--- config.mk ---
export PLATFORM = sky130hd
export DESIGN_NAME = epiu_top
export DESIGN_NICKNAME = d
export VERILOG_FILES = /design/src/rtl/epiu_pkg.sv /design/src/rtl/epiu_top.sv
export SDC_FILE = /design/constraint.sdc
export NUM_CORES = 1
export LEC_CHECK = 0
export BUFFER_PORTS_ARGS = -buffer_cell sky130_fd_sc_hd__clkbuf_2
export CORE_ASPECT_RATIO = 0.6
export CORE_MARGIN = 5
export CORE_UTILIZATION = 30
export DETAILED_ROUTE_END_ITERATION = 7
export PLACE_DENSITY = 0.55
export SLEW_MARGIN = 15
export SYNTH_ARGS = -nofsm -noshare
export SYNTH_HDL_FRONTEND = slang
export SYNTH_SLANG_ARGS = --single-unit
--- constraint.sdc ---
create_clock -name core_clk -period 4.4 [get_ports core_clk]
set_input_delay 0.66 -clock core_clk [delete_from_list [all_inputs] [get_ports core_clk]]
set_output_delay 0.66 -clock core_clk [all_outputs]
set_load 0.01 [all_outputs]
--- src/rtl/epiu_pkg.sv ---
// epiu_pkg: register map, field positions and reset values for the
// external pin interrupt unit.
// assumes byte-wide register port with eight-bit addresses.
package epiu_pkg;
	localparam logic [7:0] EPIU_ADDR_SENSE   = 8'h69;
	localparam logic [7:0] EPIU_ADDR_GMASK0  = 8'h6B;
	localparam logic [7:0] EPIU_ADDR_GMASK1  = 8'h6C;
	localparam logic [7:0] EPIU_ADDR_GMASK2  = 8'h6D;
	localparam logic [7:0] EPIU_ADDR_LMASK   = 8'h3D;
	localparam logic [7:0] EPIU_ADDR_LFLAGS  = 8'h3C;
	localparam logic [7:0] EPIU_ADDR_GCTRL   = 8'h68;
	localparam logic [7:0] EPIU_ADDR_GFLAGS  = 8'h3B;
	localparam logic [7:0] EPIU_ADDR_ACK     = 8'h3A;
	localparam logic [7:0] EPIU_RST_BYTE     = 8'h00;
	localparam int         EPIU_L1_SENSE_LSB = 2;
	localparam int         EPIU_L0_SENSE_LSB = 0;
	localparam int         EPIU_SENSE_BITS   = 4;
	localparam int         EPIU_LINE_BITS    = 2;
	localparam int         EPIU_GROUP_BITS   = 3;
	localparam int         EPIU_G1_BITS      = 7;
	localparam int         EPIU_SYNC_STAGES  = 2;
	// sense modes of a dedicated line
	typedef enum logic [1:0] {
		EPIU_SENSE_LOW  = 2'b00,
		EPIU_SENSE_ANY  = 2'b01,
		EPIU_SENSE_FALL = 2'b10,
		EPIU_SENSE_RISE = 2'b11
	} epiu_sense_t;
endpackage

--- src/rtl/epiu_top.sv ---
// epiu_top: external line and pin-change interrupt detection with
// flags, masks and per-source requests to the core.
// assumes inputs synchronous to core_clk except where synchronised here;
// the core pulses the ack inputs when it enters a routine.
//
// The address-and-strobe port is this design's own decision.
`timescale 1ns/100ps
module epiu_top
	import epiu_pkg::*;
#(
	parameter int PC_LINES = 24
) (
	input  wire logic                  core_clk,
	input  wire logic                  sys_rst,
	input  wire logic [7:0]            reg_addr,
	input  wire logic [7:0]            reg_wdata,
	input  wire logic                  reg_wr,
	input  wire logic                  reg_rd,
	output logic      [7:0]            reg_rdata,
	input  wire logic                  external_line_zero,
	input  wire logic                  external_line_one,
	input  wire logic [PC_LINES-1:0]   pin_change_lines,
	input  wire logic                  processor_status_word_i,
	input  wire logic [1:0]            line_ack,
	input  wire logic [2:0]            group_ack,
	output logic                       line_zero_request,
	output logic                       line_one_request,
	output logic                       change_group_zero_request,
	output logic                       change_group_one_request,
	output logic                       change_group_two_request,
	output logic                       wake_request
);
	import epiu_pkg::*;

	initial begin
		if (PC_LINES != 24)
			$error("epiu_top serves exactly 24 pin-change lines");
	end

	logic [3:0]           sense_reg,  sense_next;
	logic [1:0]           lmask_reg,  lmask_next;
	logic [1:0]           lflag_reg,  lflag_next;
	logic [2:0]           gctrl_reg,  gctrl_next;
	logic [2:0]           gflag_reg,  gflag_next;
	logic [7:0]           gmask0_reg, gmask0_next;
	logic [6:0]           gmask1_reg, gmask1_next;
	logic [7:0]           gmask2_reg, gmask2_next;
	logic [7:0]           rdata_reg,  rdata_next;
	logic [1:0]           s1_reg,     s2_reg,  prev_reg;
	logic [PC_LINES-1:0]  p1_reg,     p2_reg,  pprev_reg;
	logic [1:0]           line_pin,   line_hit;
	logic [2:0]           grp_hit;
	logic [PC_LINES-1:0]  pc_en,      pc_tog;
	epiu_sense_t          mode [2];

	// both line pins share one synchroniser path
	assign line_pin = {external_line_one, external_line_zero};

	always_ff @(posedge core_clk or posedge sys_rst) begin
		if (sys_rst) begin
			s1_reg    <= 2'h3;
			s2_reg    <= 2'h3;
			prev_reg  <= 2'h3;
			// pins idle high; ones avoid a false toggle after reset
			p1_reg    <= '1;
			p2_reg    <= '1;
			pprev_reg <= '1;
		end else begin
			s1_reg    <= line_pin;
			s2_reg    <= s1_reg;
			prev_reg  <= s2_reg;
			p1_reg    <= pin_change_lines;
			p2_reg    <= p1_reg;
			pprev_reg <= p2_reg;
		end
	end

	// pin direction is never looked at, so driven outputs still fire
	always_comb begin
		mode[0] = epiu_sense_t'(sense_reg[EPIU_L0_SENSE_LSB +: 2]);
		mode[1] = epiu_sense_t'(sense_reg[EPIU_L1_SENSE_LSB +: 2]);
		for (int i = 0; i < 2; i++) begin
			unique case (mode[i])
				EPIU_SENSE_LOW:  line_hit[i] = 1'b0;
				EPIU_SENSE_ANY:  line_hit[i] = s2_reg[i] ^ prev_reg[i];
				EPIU_SENSE_FALL: line_hit[i] = prev_reg[i] & ~s2_reg[i];
				EPIU_SENSE_RISE: line_hit[i] = ~prev_reg[i] & s2_reg[i];
			endcase
		end
	end

	// group masks pick the contributing lines
	assign pc_en  = {gmask2_reg, 1'b0, gmask1_reg, gmask0_reg};
	assign pc_tog = (p2_reg ^ pprev_reg) & pc_en;
	assign grp_hit = {|pc_tog[23:16], |pc_tog[14:8], |pc_tog[7:0]};

	always_comb begin
		sense_next  = sense_reg;
		lmask_next  = lmask_reg;
		gctrl_next  = gctrl_reg;
		gmask0_next = gmask0_reg;
		gmask1_next = gmask1_reg;
		gmask2_next = gmask2_reg;
		lflag_next  = lflag_reg & ~line_ack;
		gflag_next  = gflag_reg & ~group_ack;
		rdata_next  = EPIU_RST_BYTE;
		if (reg_wr) begin
			unique case (reg_addr)
				EPIU_ADDR_SENSE:  sense_next  = reg_wdata[3:0];
				EPIU_ADDR_LMASK:  lmask_next  = reg_wdata[1:0];
				EPIU_ADDR_GCTRL:  gctrl_next  = reg_wdata[2:0];
				EPIU_ADDR_GMASK0: gmask0_next = reg_wdata;
				EPIU_ADDR_GMASK1: gmask1_next = reg_wdata[6:0];
				EPIU_ADDR_GMASK2: gmask2_next = reg_wdata;
				// write one clears
				EPIU_ADDR_LFLAGS: lflag_next  = lflag_next & ~reg_wdata[1:0];
				EPIU_ADDR_GFLAGS: gflag_next  = gflag_next & ~reg_wdata[2:0];
				default: ;
			endcase
		end
		// set wins over any clear in the same cycle
		lflag_next = lflag_next | line_hit;
		gflag_next = gflag_next | grp_hit;
		// level mode keeps the flag at zero
		for (int i = 0; i < 2; i++)
			if (mode[i] == EPIU_SENSE_LOW)
				lflag_next[i] = 1'b0;
		if (reg_rd) begin
			// unused upper bits read as zero
			unique case (reg_addr)
				EPIU_ADDR_SENSE:  rdata_next = {4'h0, sense_reg};
				EPIU_ADDR_LMASK:  rdata_next = {6'h00, lmask_reg};
				EPIU_ADDR_LFLAGS: rdata_next = {6'h00, lflag_reg};
				EPIU_ADDR_GCTRL:  rdata_next = {5'h00, gctrl_reg};
				EPIU_ADDR_GFLAGS: rdata_next = {5'h00, gflag_reg};
				EPIU_ADDR_GMASK0: rdata_next = gmask0_reg;
				EPIU_ADDR_GMASK1: rdata_next = {1'b0, gmask1_reg};
				EPIU_ADDR_GMASK2: rdata_next = gmask2_reg;
				default:          rdata_next = EPIU_RST_BYTE;
			endcase
		end
	end

	always_ff @(posedge core_clk or posedge sys_rst) begin
		if (sys_rst) begin
			sense_reg  <= '0;
			lmask_reg  <= '0;
			lflag_reg  <= '0;
			gctrl_reg  <= '0;
			gflag_reg  <= '0;
			gmask0_reg <= '0;
			gmask1_reg <= '0;
			gmask2_reg <= '0;
			rdata_reg  <= '0;
		end else begin
			sense_reg  <= sense_next;
			lmask_reg  <= lmask_next;
			lflag_reg  <= lflag_next;
			gctrl_reg  <= gctrl_next;
			gflag_reg  <= gflag_next;
			gmask0_reg <= gmask0_next;
			gmask1_reg <= gmask1_next;
			gmask2_reg <= gmask2_next;
			rdata_reg  <= rdata_next;
		end
	end

	assign reg_rdata = rdata_reg;

	// level requests follow the synchronised pin; a level that vanished
	// before start-up simply leaves no request behind
	logic [1:0] line_act;
	always_comb begin
		for (int i = 0; i < 2; i++)
			line_act[i] = (mode[i] == EPIU_SENSE_LOW) ? ~s2_reg[i]
			                                          : lflag_reg[i];
	end

	// each line has its own request, gated by mask and global enable
	assign line_zero_request = line_act[0] & lmask_reg[0]
	                           & processor_status_word_i;
	assign line_one_request  = line_act[1] & lmask_reg[1]
	                           & processor_status_word_i;
	assign change_group_zero_request = gflag_reg[0] & gctrl_reg[0]
	                                   & processor_status_word_i;
	assign change_group_one_request  = gflag_reg[1] & gctrl_reg[1]
	                                   & processor_status_word_i;
	assign change_group_two_request  = gflag_reg[2] & gctrl_reg[2]
	                                   & processor_status_word_i;

	// clockless wake path: raw pins against the held p2_reg for change pins, so it works with the clock
	// stopped; edge modes give no wake because edges need the clock
	logic wake_line;
	logic wake_pc;
	always_comb begin
		wake_line = 1'b0;
		for (int i = 0; i < 2; i++)
			if (mode[i] == EPIU_SENSE_LOW && lmask_reg[i] && !line_pin[i])
				wake_line = 1'b1;
	end
	assign wake_pc = |((pin_change_lines ^ p2_reg) & pc_en);
	assign wake_request = wake_line | wake_pc;

	AST_LINE0_FALL: assert property (@(posedge core_clk) disable iff (sys_rst)
		(mode[0] == EPIU_SENSE_FALL && $fell(s2_reg[0]))
		|=> lflag_reg[0])
		else $error("line zero falling edge did not set flag");
	AST_LEVEL_FLAG: assert property (@(posedge core_clk) disable iff (sys_rst)
		(mode[1] == EPIU_SENSE_LOW) |=> (lflag_reg[1] == 1'b0))
		else $error("line one flag set in level mode");
	AST_LINE_GATE: assert property (@(posedge core_clk) disable iff (sys_rst)
		line_zero_request |-> lmask_reg[0] && processor_status_word_i)
		else $error("line zero request without enables");
	AST_LEVEL_REQ: assert property (@(posedge core_clk) disable iff (sys_rst)
		(mode[1] == EPIU_SENSE_LOW && lmask_reg[1] && processor_status_word_i
		 && !s2_reg[1]) |-> line_one_request)
		else $error("line one level request missing");
	AST_PIN_SYNC: assert property (@(posedge core_clk) disable iff (sys_rst)
		1'b1 |-> ##2 s2_reg == $past(line_pin, 2))
		else $error("synchroniser depth wrong");
	AST_GRP2_SET: assert property (@(posedge core_clk) disable iff (sys_rst)
		(gmask2_reg[0] && $changed(p2_reg[16])) |=> gflag_reg[2])
		else $error("group two flag not set on toggle");
	AST_GRP0_REQ: assert property (@(posedge core_clk) disable iff (sys_rst)
		(gflag_reg[0] && gctrl_reg[0] && processor_status_word_i)
		|-> change_group_zero_request)
		else $error("group zero request missing");
	AST_W1C: assert property (@(posedge core_clk) disable iff (sys_rst)
		(reg_wr && reg_addr == EPIU_ADDR_GFLAGS && reg_wdata[1] && !grp_hit[1])
		|=> !gflag_reg[1])
		else $error("group one flag survived write one");
	AST_RSVD: assert property (@(posedge core_clk) disable iff (sys_rst)
		$past(reg_rd && reg_addr == EPIU_ADDR_SENSE)
		|-> reg_rdata[7:4] == 4'h0)
		else $error("reserved control bits read nonzero");

	// rise and fall modes on line one, rise and any-change modes on line zero
	AST_LINE1_RISE: assert property (@(posedge core_clk) disable iff (sys_rst)
		(mode[1] == EPIU_SENSE_RISE && $rose(s2_reg[1]))
		|=> lflag_reg[1])
		else $error("line one rising edge did not set flag");

	AST_LINE1_FALL: assert property (@(posedge core_clk) disable iff (sys_rst)
		(mode[1] == EPIU_SENSE_FALL && $fell(s2_reg[1]))
		|=> lflag_reg[1])
		else $error("line one falling edge did not set flag");

	AST_LINE0_RISE: assert property (@(posedge core_clk) disable iff (sys_rst)
		(mode[0] == EPIU_SENSE_RISE && $rose(s2_reg[0]))
		|=> lflag_reg[0])
		else $error("line zero rising edge did not set flag");

	AST_LINE0_ANY: assert property (@(posedge core_clk) disable iff (sys_rst)
		(mode[0] == EPIU_SENSE_ANY && $changed(s2_reg[0]))
		|=> lflag_reg[0])
		else $error("line zero change did not set flag");

	AST_LINE_ACK: assert property (@(posedge core_clk) disable iff (sys_rst)
		(line_ack[0] && !line_hit[0])
		|=> !lflag_reg[0])
		else $error("line zero flag survived routine entry");

	AST_W1C_LINE: assert property (@(posedge core_clk) disable iff (sys_rst)
		(reg_wr && reg_addr == EPIU_ADDR_LFLAGS && reg_wdata[0]
		 && !line_hit[0]) |=> !lflag_reg[0])
		else $error("line zero flag survived write one");

	AST_LINE1_GATE: assert property (@(posedge core_clk) disable iff (sys_rst)
		line_one_request
		|-> lmask_reg[1] && processor_status_word_i)
		else $error("line one request without enables");

	AST_LEVEL_REQ0: assert property (@(posedge core_clk) disable iff (sys_rst)
		(mode[0] == EPIU_SENSE_LOW && lmask_reg[0] && processor_status_word_i
		 && !s2_reg[0]) |-> line_zero_request)
		else $error("line zero level request missing");

	// wake must not wait for the clock
	AST_WAKE_LEVEL: assert property (@(posedge core_clk) disable iff (sys_rst)
		(mode[0] == EPIU_SENSE_LOW && lmask_reg[0] && !external_line_zero)
		|-> wake_request)
		else $error("low level gave no wake");

	AST_GRP0_SET: assert property (@(posedge core_clk) disable iff (sys_rst)
		(gmask0_reg[0] && $changed(p2_reg[0]))
		|=> gflag_reg[0])
		else $error("group zero flag not set on toggle");

	AST_GRP1_SET: assert property (@(posedge core_clk) disable iff (sys_rst)
		(gmask1_reg[0] && $changed(p2_reg[8]))
		|=> gflag_reg[1])
		else $error("group one flag not set on toggle");

	AST_GACK: assert property (@(posedge core_clk) disable iff (sys_rst)
		(group_ack[2] && !grp_hit[2])
		|=> !gflag_reg[2])
		else $error("group two flag survived routine entry");

	AST_GRP_GATE: assert property (@(posedge core_clk) disable iff (sys_rst)
		change_group_one_request
		|-> gctrl_reg[1] && processor_status_word_i)
		else $error("group one request without enables");

	AST_GRP2_REQ: assert property (@(posedge core_clk) disable iff (sys_rst)
		(gflag_reg[2] && gctrl_reg[2] && processor_status_word_i)
		|-> change_group_two_request)
		else $error("group two request missing");

	AST_RDATA_IDLE: assert property (@(posedge core_clk) disable iff (sys_rst)
		!$past(reg_rd)
		|-> reg_rdata == 8'h00)
		else $error("read data not zero outside read cycle");

	// main scenarios
	COV_WAKE: cover property (@(posedge core_clk) wake_request);
	COV_GRP2: cover property (@(posedge core_clk) change_group_two_request);
	COV_LINE_RISE: cover property (@(posedge core_clk)
		mode[0] == EPIU_SENSE_RISE ##1 lflag_reg[0]);
	COV_GRP1: cover property (@(posedge core_clk) change_group_one_request);
	COV_ACK: cover property (@(posedge core_clk)
		lflag_reg[1] && line_ack[1] ##1 !lflag_reg[1]);
endmodule

### Word level (Yosys, flattened, before mapping)

Cells that the tools add are included.

* bits of input ports: 52
* memory bits (read-only): 0
* bits in registers: 123
* memories kept: 0
* bits in latches: 0
* bits in writable memories: 0

* $lt $le $gt $ge: 0
* reduce and logical (&&, ||, !) cells: 18
* bitwise logic cells: 35
* div/mod/pow operators: 0
* $add $sub $neg: 0
* shift-type cells: 0
* eq/ne operators: 14
* multiply operators: 0
* multiplexer cells: 14

Operators with widths (count)
* 8-bit case mux with 8 select lines: 1
* 24-bit AND: 2
* 24-bit bitwise XOR: 2
* 8-bit by 7-bit == test with 1-bit output (second input constant): 5
* 8-bit by 6-bit == test with 1-bit output (second input constant): 3
* 24-bit OR reduction: 1
* 8-bit OR reduction: 2
* 1-bit AND: 14
* 2-bit AND reduction: 6
* 2-bit == test (second input constant): 4
* 8-bit 2-to-1 mux: 1
* 1-bit case mux with 4 select lines: 2
* 7-bit OR reduction: 1
* 3-bit AND: 2
* 1-bit 2-to-1 mux: 6
* 3-bit 2-to-1 mux: 2
* 3-bit NOT: 2
* 2-bit AND: 2
* 2-bit by 1-bit == test with 1-bit output (second input constant): 2
* 1-bit logical AND: 4
* 2-bit logical NOT: 2
* 2-bit 2-to-1 mux: 2
* 1-bit NOT: 4
* 2-bit NOT: 2
* 5 further kinds: 7

### Depth between registers and ports, before layout

Gate-level depths: netlist of the first run.

* depth after elaboration: 7
* depth in mapped cells: 6
* mapped depth without buffers: 5

### Worst setup path after synthesis of the first run

OpenSTA, ideal clock, no wires.

* path type: input -> output
* start point: input port pin_change_lines[19]
* end point: output port wake_request
* slack: 2.183 ns
* data arrival time: 1.557 ns
* buffers on the path: 0
* required time: 3.740 ns
* stages: 4
* path through: xor2_1 -> a222oi_1 -> nand4_1 -> or3_1

* cells in the longest elaborated chain, start to end: 4

RTL lines
* start, declared: line epiu_top.sv:22 `input wire logic [PC_LINES-1:0] pin_change_lines,`
* 24-bit bitwise XOR: line epiu_top.sv:201 `assign wake_pc = |((pin_change_lines ^ p2_reg) & pc_en);`
* 24-bit AND: line epiu_top.sv:201
* 24-bit OR reduction: line epiu_top.sv:201
* 1-bit bitwise OR: line epiu_top.sv:202 `assign wake_request = wake_line | wake_pc;`
* end, declared: line epiu_top.sv:31 `output logic wake_request`

Every way passes these cells.

### Worst setup path after layout of the first run

* start point: register p2_reg[19]
* end point: output port wake_request

* cells in the longest elaborated chain, start to end: 4

RTL lines
* start, declared: line epiu_top.sv:50 `logic [PC_LINES-1:0] p1_reg, p2_reg, pprev_reg;`
* start signal, assigned: line epiu_top.sv:73 `p2_reg <= p1_reg;`
* 24-bit bitwise XOR: line epiu_top.sv:201
* 24-bit AND: line epiu_top.sv:201
* 24-bit OR reduction: line epiu_top.sv:201
* 1-bit bitwise OR: line epiu_top.sv:202

Every way passes these cells.

==> flow_summary.toml, run 1 <==
[run_status]
status = "complete, no violations"

[synthesis]
synth-seq-area-share_pct = 63.2
synth_enable_flop_cells = 0
synth.yosys.warnings = 0
synthFlopType = "sky130_fd_sc_hd__dfstp_2"
post_synth_num_cell_types = 49
mapped_nets = 399
synthCells = 343
netlist_area_um2 = 4900
synthesis.area_per_instance_um2 = 14.3
postSynthRegisterBits = 120
synth_largest_type_area_fraction_pct = 40.2
synth_top_cells_by_area = "sky130_fd_sc_hd__dfstp_2 40%, sky130_fd_sc_hd__dfrtp_1 23%, sky130_fd_sc_hd__xor2_1 8.2%"
postSynth.asyncResetShare_pct = 100
yosys.area.top_type = "sky130_fd_sc_hd__dfstp_2"

[job]
drv_cap = 0

[worst_hold_path]
min_delay_path_depth = 0
min-delay-path-class = "reg2reg"
hold_path_startpoint = "s1_reg[1]$_DFF_PP1_"
hold_path_end = "s2_reg[1]$_DFF_PP1_"

[clocking]
cell_at_the_root_of_the_clock_tree = "sky130_fd_sc_hd__clkbuf_16"
clock_tree.buffer_depth = 2
cts_max_level = 4
cts_hold_repair.buffers = 0
cts_made_buffers = 17
worst_skew_pair.late_latency_ns = 0.41
cts_sinks = 120
postCtsResizedCells = 0
worst_setup_hold_path_clk_slew_ns = 0.06
clock_tree_from_tritoncts = "built"
cts_setup_buffers = 0

[floorplanning]
die_width_um = 175
floorplan.die_area_um2 = 19100
design.core.area_um2 = 16100
die_y_um = 109
num_io_pins = 66
start_util_pct = 30.4
rows = 36

[finish]
layout-drive-gt1-share_pct = 50.3
final_cell_mix = "75 x sky130_fd_sc_hd__dfstp_2, 64 x sky130_fd_sc_hd__clkbuf_2, 46 x sky130_fd_sc_hd__xor2_1"
diodes = 0
final_common_cell = "sky130_fd_sc_hd__dfstp_2"
layout-area-overhead-vs-synth_pct = 24.1
final_nets = 480

[timing]
worst_slew_margin_rel_pct = 47.0
timing.final.crit_period_ns = 3.01
rsz0062_at_grt = "false"
tightestPinTransition_ns = 0.790
timing.final.crit_share_pct = 68.4
max_freq_mhz = 332
timing.final.hold_violations = 0
timing.clock.skew_ns = 0.00768
fin_setup_tns_ns = 0
final-max-slew-violation-count = 0
final-setup-viol-count = 0

[drt]
wire_per_inst_um = 19.4
routed_wirelength_mm = 12.5
drc = 0
avgViaCountPerCell = 4.85
first_pass_iters = 4
ant_nets = 0
dr_total_vias = 3132
drt_iter0_markers = 225

[setup_path]
regToRegStartpoint = "p2_reg[5]$_DFF_PP1_"
crit_required_ns = 3.74
rr_endpoint = "gflag_reg[0]$_DFF_PP0_"
timing.setup.critical_path_class = "reg2out"
worst-r2r-setup-slack_ns = 2.90
worstPathArrival_ns = 2.35
highest_fanout_seen_on_the_critical_path = 3
rr_worst_depth = 4
setup.worst_path.end_class = "primary output"
startpoint_type = "register"

[power_and_ir_drop]
power.density_cell_area_nw_per_um2 = 470
ir_drop_mv = 0.221
total_power_uw = 2860
leakage_uw = 0.00273

[grt]
gr-total-overflow = 0
largest_net_degree_at_the_start_of_global_routing = 57
grt_usage_pct = 13.7
grt_pass1_vias = 3325
antenna_found_initial = 0
grt_first_pass_wirelength_mm = 19.3

[placed_design]
port_buffers = 64
gp_congestion = 0.836
dp.final_hpwl_mm = 9.40
-- logic make-up after synthesis --
kind of cell	synth area share (%)
xor+xnor	8.22
flops	63.2
buf+inv	1.35
compound gates	8.07
fa+ha+maj	1.02
simple gates	8.01
mux	10.2
-- cell usage after synthesis (2+ instances only) --
| library cell | instances |
|---|---|
| sky130_fd_sc_hd__mux2_4 | 3 |
| sky130_fd_sc_hd__nor2_1 | 14 |
| sky130_fd_sc_hd__and2_1 | 3 |
| sky130_fd_sc_hd__dfrtp_1 | 45 |
| sky130_fd_sc_hd__inv_1 | 10 |
| sky130_fd_sc_hd__a31o_2 | 2 |
| sky130_fd_sc_hd__dfstp_2 | 75 |
| sky130_fd_sc_hd__o22a_1 | 2 |
| sky130_fd_sc_hd__mux2_2 | 32 |
| sky130_fd_sc_hd__nand2_1 | 9 |
| sky130_fd_sc_hd__o2bb2ai_1 | 2 |
| sky130_fd_sc_hd__nand2b_1 | 2 |
| sky130_fd_sc_hd__buf_2 | 3 |
| sky130_fd_sc_hd__xor2_1 | 46 |
| sky130_fd_sc_hd__and3_1 | 4 |
| sky130_fd_sc_hd__a21oi_1 | 5 |
| sky130_fd_sc_hd__a222oi_1 | 2 |
| sky130_fd_sc_hd__a32oi_1 | 3 |
| sky130_fd_sc_hd__a22oi_1 | 24 |
| sky130_fd_sc_hd__ha_1 | 4 |
| sky130_fd_sc_hd__nand3_1 | 3 |
| sky130_fd_sc_hd__nand4_1 | 7 |
| sky130_fd_sc_hd__a22o_1 | 3 |
| sky130_fd_sc_hd__mux2i_1 | 7 |
| sky130_fd_sc_hd__nand3b_1 | 2 |
| sky130_fd_sc_hd__and4bb_2 | 2 |
| sky130_fd_sc_hd__a32o_1 | 2 |
| sky130_fd_sc_hd__nor2b_1 | 6 |
-- worst max-delay path, cell delays in order (launching register included) --
cell and delay [ns]:
sky130_fd_sc_hd__dfstp_2 0.56, sky130_fd_sc_hd__xor2_1 0.09, sky130_fd_sc_hd__a222oi_1 0.57, sky130_fd_sc_hd__nand4_1 0.20, sky130_fd_sc_hd__or3_1 0.37, sky130_fd_sc_hd__clkbuf_2 0.14
-- per-stage QoR --
stage / hold slack (ns) / setup slack (ns) / util (%) / std cells / cell area, um^2
3_3_place_gp: 0.346 / 1.46 / 33.9 / 614 / 5470
3_5_place_dp: 0.347 / 1.46 / 33.9 / 614 / 5470
2_1_floorplan: 0.345 / 0.678 / - / 343 / 4900
5_1_grt: 0.337 / 1.22 / 37.7 / 646 / 6090
4_1_cts: 0.336 / 1.29 / 37.7 / 646 / 6090
6_report: 0.350 / 1.39 / 37.7 / 646 / 6090
-- power breakdown --
group	internal, uW	switching (uW)	total (uW)
logic	83.8	108	192
clock network	912	515	1430
registers	1190	49.9	1240
total	2190	673	2860
-- metal layers --
layer  GRT usage, %  vias to the layer above  part of all wire (%)
met4           4.20                        0                   1.5
met3           4.26                       19                   7.6
met1           21.2                     1601                    52
met5              0                        -                     0
li1               -                     1407                     -
met2           17.9                      105                    39
-- layout make-up --
| type | count | area (um^2) |
|---|---|---|
| multi-input combinational | 209 | 1740 |
| tap | 209 | 262 |
| sequential | 120 | 3100 |
| clock buffer | 19 | 443 |
| fill | 1556 | 10000 |
| timing repair buffer | 66 | 335 |
| clock inverter | 13 | 170 |
| inverter | 10 | 40.0 |
-- how the worst max path moves through the flow --
stage | startpoint | slack (ns) | endpoint
2_1_floorplan | sys_rst | 0.68 | gctrl_reg[0]$_DFFE_PP0P_
5_1_grt | p2_reg[19]$_DFF_PP1_ | 1.22 | wake_request
4_1_cts | p2_reg[19]$_DFF_PP1_ | 1.29 | wake_request
3_5_place_dp | pin_change_lines[19] | 1.46 | wake_request
6_report | p2_reg[19]$_DFF_PP1_ | 1.39 | wake_request
3_3_place_gp | pin_change_lines[19] | 1.46 | wake_request
Note: power is estimated with default switching activity, not from simulation.
==> run 2: changes to the inputs <==
==> constraint.sdc (replaced) <==
create_clock -name core_clk -period 3.1 [get_ports core_clk]
set_input_delay 0.465 -clock core_clk [delete_from_list [all_inputs] [get_ports core_clk]]
set_output_delay 0.465 -clock core_clk [all_outputs]
set_load 0.01 [all_outputs]
==> run 2 against run 1 <==
Die area unchanged; hold slack worse by 0.19 ns; register-to-register slack got worse by 1.3 ns; highest routed layer unchanged; combinational power grew 44%; wire length grew 0.11%; clock power is 38% higher; setup slack got worse by 1.2 ns; utilization is the same.
==> flow_summary.toml, run 2 (synthesis results as in run 1) <==
[clocking]
cts_max_level = 4
postCtsResizedCells = 0
cts_setup_buffers = 0
worst_skew_pair.late_latency_ns = 0.41
cell_at_the_root_of_the_clock_tree = "sky130_fd_sc_hd__clkbuf_16"
clock_tree.buffer_depth = 2
worst_setup_hold_path_clk_slew_ns = 0.06
cts_sinks = 120
clock_tree_from_tritoncts = "built"
cts_made_buffers = 17

[worst_hold_path]
min_delay_path_depth = 1
min-delay-path-class = "in2reg"

[run_status]
status = "complete, no violations"

[power_and_ir_drop]
power.share.combinational_pct = 6.9
leakage_uw = 0.00274
internal_power_uw = 3010
total_power_uw = 4020
clock_power_share_pct = 49.3
seq_power_share_pct = 43.8
ir_drop_mv = 0.353
switching_share_pct = 25.0
power_switching_uw = 1010
power.density_cell_area_nw_per_um2 = 661

[floorplanning]
design.core.area_um2 = 16100
num_io_pins = 66
rows = 36
die_y_um = 109
die_width_um = 175
floorplan.die_area_um2 = 19100
start_util_pct = 30.4

[timing]
timing.clock.skew_ns = 0.00683
worst_slew_margin_rel_pct = 46.3
timing.final.crit_share_pct = 93.5
fin_ws_ns = 0.203
tightestPinTransition_ns = 0.800
final-max-slew-violation-count = 0
fin_setup_tns_ns = 0
timing.final.crit_period_ns = 2.90
timing.final.hold_violations = 0
rsz0062_at_grt = "false"
final-setup-viol-count = 0
max_freq_mhz = 345

[finish]
final_nets = 481
final_cell_mix = "75 x sky130_fd_sc_hd__dfstp_2, 64 x sky130_fd_sc_hd__clkbuf_2, 46 x sky130_fd_sc_hd__xor2_1"
diodes = 0
layout-drive-gt1-share_pct = 50.5
layout-area-overhead-vs-synth_pct = 24.1
final_common_cell = "sky130_fd_sc_hd__dfstp_2"
finish.cell_count_without_fillers = 647

[drt]
routed_wirelength_mm = 12.5
first_pass_iters = 4
met1Wirelength_mm = 6.53
ant_nets = 0
dr_total_vias = 3103
met2WireLength_mm = 5.13
wire_per_inst_um = 19.4
drc = 0
drt_iter0_markers = 253
highest_layer = "met4"
avgViaCountPerCell = 4.80
wl_met3_um = 845

[job]
drv_cap = 0

[setup_path]
rr_worst_depth = 4
startpoint_type = "register"
timing.setup.critical_path_class = "reg2out"
worstPathArrival_ns = 2.43
setup.worst_path.end_class = "primary output"
highest_fanout_seen_on_the_critical_path = 3
crit_required_ns = 2.63

[placed_design]
placement.setup.worst_slack_ns = 0.533
place_inst = 614
gp_congestion = 0.832
dp.final_hpwl_mm = 9.23
port_buffers = 64

[grt]
grt_pass1_vias = 3383
grt_first_pass_wirelength_mm = 19.8
gr-total-overflow = 0
grt_usage_pct = 13.9
antenna_found_initial = 0
largest_net_degree_at_the_start_of_global_routing = 82
==> run 2: final timing paths <==
| kind | slack, ns | endpoint | start |
|---|---|---|---|
| setup reg to reg | 1.59 | gflag_reg[0]$_DFF_PP0_ | p2_reg[5]$_DFF_PP1_ |
| setup / recovery | 0.20 | wake_request | p2_reg[19]$_DFF_PP1_ |
| max in group asynchronous | 1.80 | pprev_reg[9]$_DFF_PP1_ | sys_rst |
| hold / removal | 0.16 | s1_reg[0]$_DFF_PP1_ | external_line_zero |
| hold reg to reg | 0.35 | p2_reg[10]$_DFF_PP1_ | p1_reg[10]$_DFF_PP1_ |
| min in group asynchronous | 0.56 | gmask1_reg[3]$_DFFE_PP0P_ | sys_rst |
==> run 2: power by group through the flow <==
stage | Sequential [uW] | Clock (uW) | Combinational [uW]
floorplan | 1760 | 0 | 163
global placement | 1780 | 0 | 271
detailed placement | 1780 | 0 | 278
CTS | 1760 | 2030 | 281
global route | 1770 | 2100 | 306
finish | 1760 | 1980 | 276
==> run 2: cell type report <==
| cell class | count | area, um^2 |
|---|---|---|
| timing repair buffer | 67 | 358 |
| inverter | 10 | 41.3 |
| tap | 209 | 262 |
| multi-input combinational | 209 | 1740 |
| sequential | 120 | 3100 |
| clock inverter | 15 | 164 |
| clock buffer | 17 | 425 |
| fill | 1551 | 10000 |
==> run 2: critical path, cell delays in order, from the launching register on <==
cell and delay (ns):
sky130_fd_sc_hd__dfstp_2 0.57, sky130_fd_sc_hd__xor2_1 0.09, sky130_fd_sc_hd__a222oi_1 0.64, sky130_fd_sc_hd__nand4_1 0.22
sky130_fd_sc_hd__or3_1 0.37, sky130_fd_sc_hd__clkbuf_2 0.14
==> run 2: routing by layer <==
| metal | up-vias | track usage (%) |
|---|---|---|
| li1 | 1406 | - |
| met1 | 1595 | 21.3 |
| met2 | 98 | 18.6 |
| met3 | 4 | 4.89 |
| met4 | 0 | 3.47 |
| met5 | - | 0 |
==> run 2: through the flow <==
| stage | util [%] | instance area, um^2 | hold slack (ns) |
|---|---|---|---|
| after floorplan | - | 4910 | 0.345 |
| after global placement | 34.0 | 5490 | 0.346 |
| after detailed placement | 34.0 | 5490 | 0.347 |
| after CTS | 37.7 | 6090 | 0.140 |
| after global routing | 37.7 | 6090 | 0.138 |
| final | 37.7 | 6090 | 0.156 |
==> run 2: timing repair <==
action,4_1_cts,5_1_grt
hold buffers,1,0
endpoints found under the hold margin,3,0
endpoints found under the setup margin,0,0
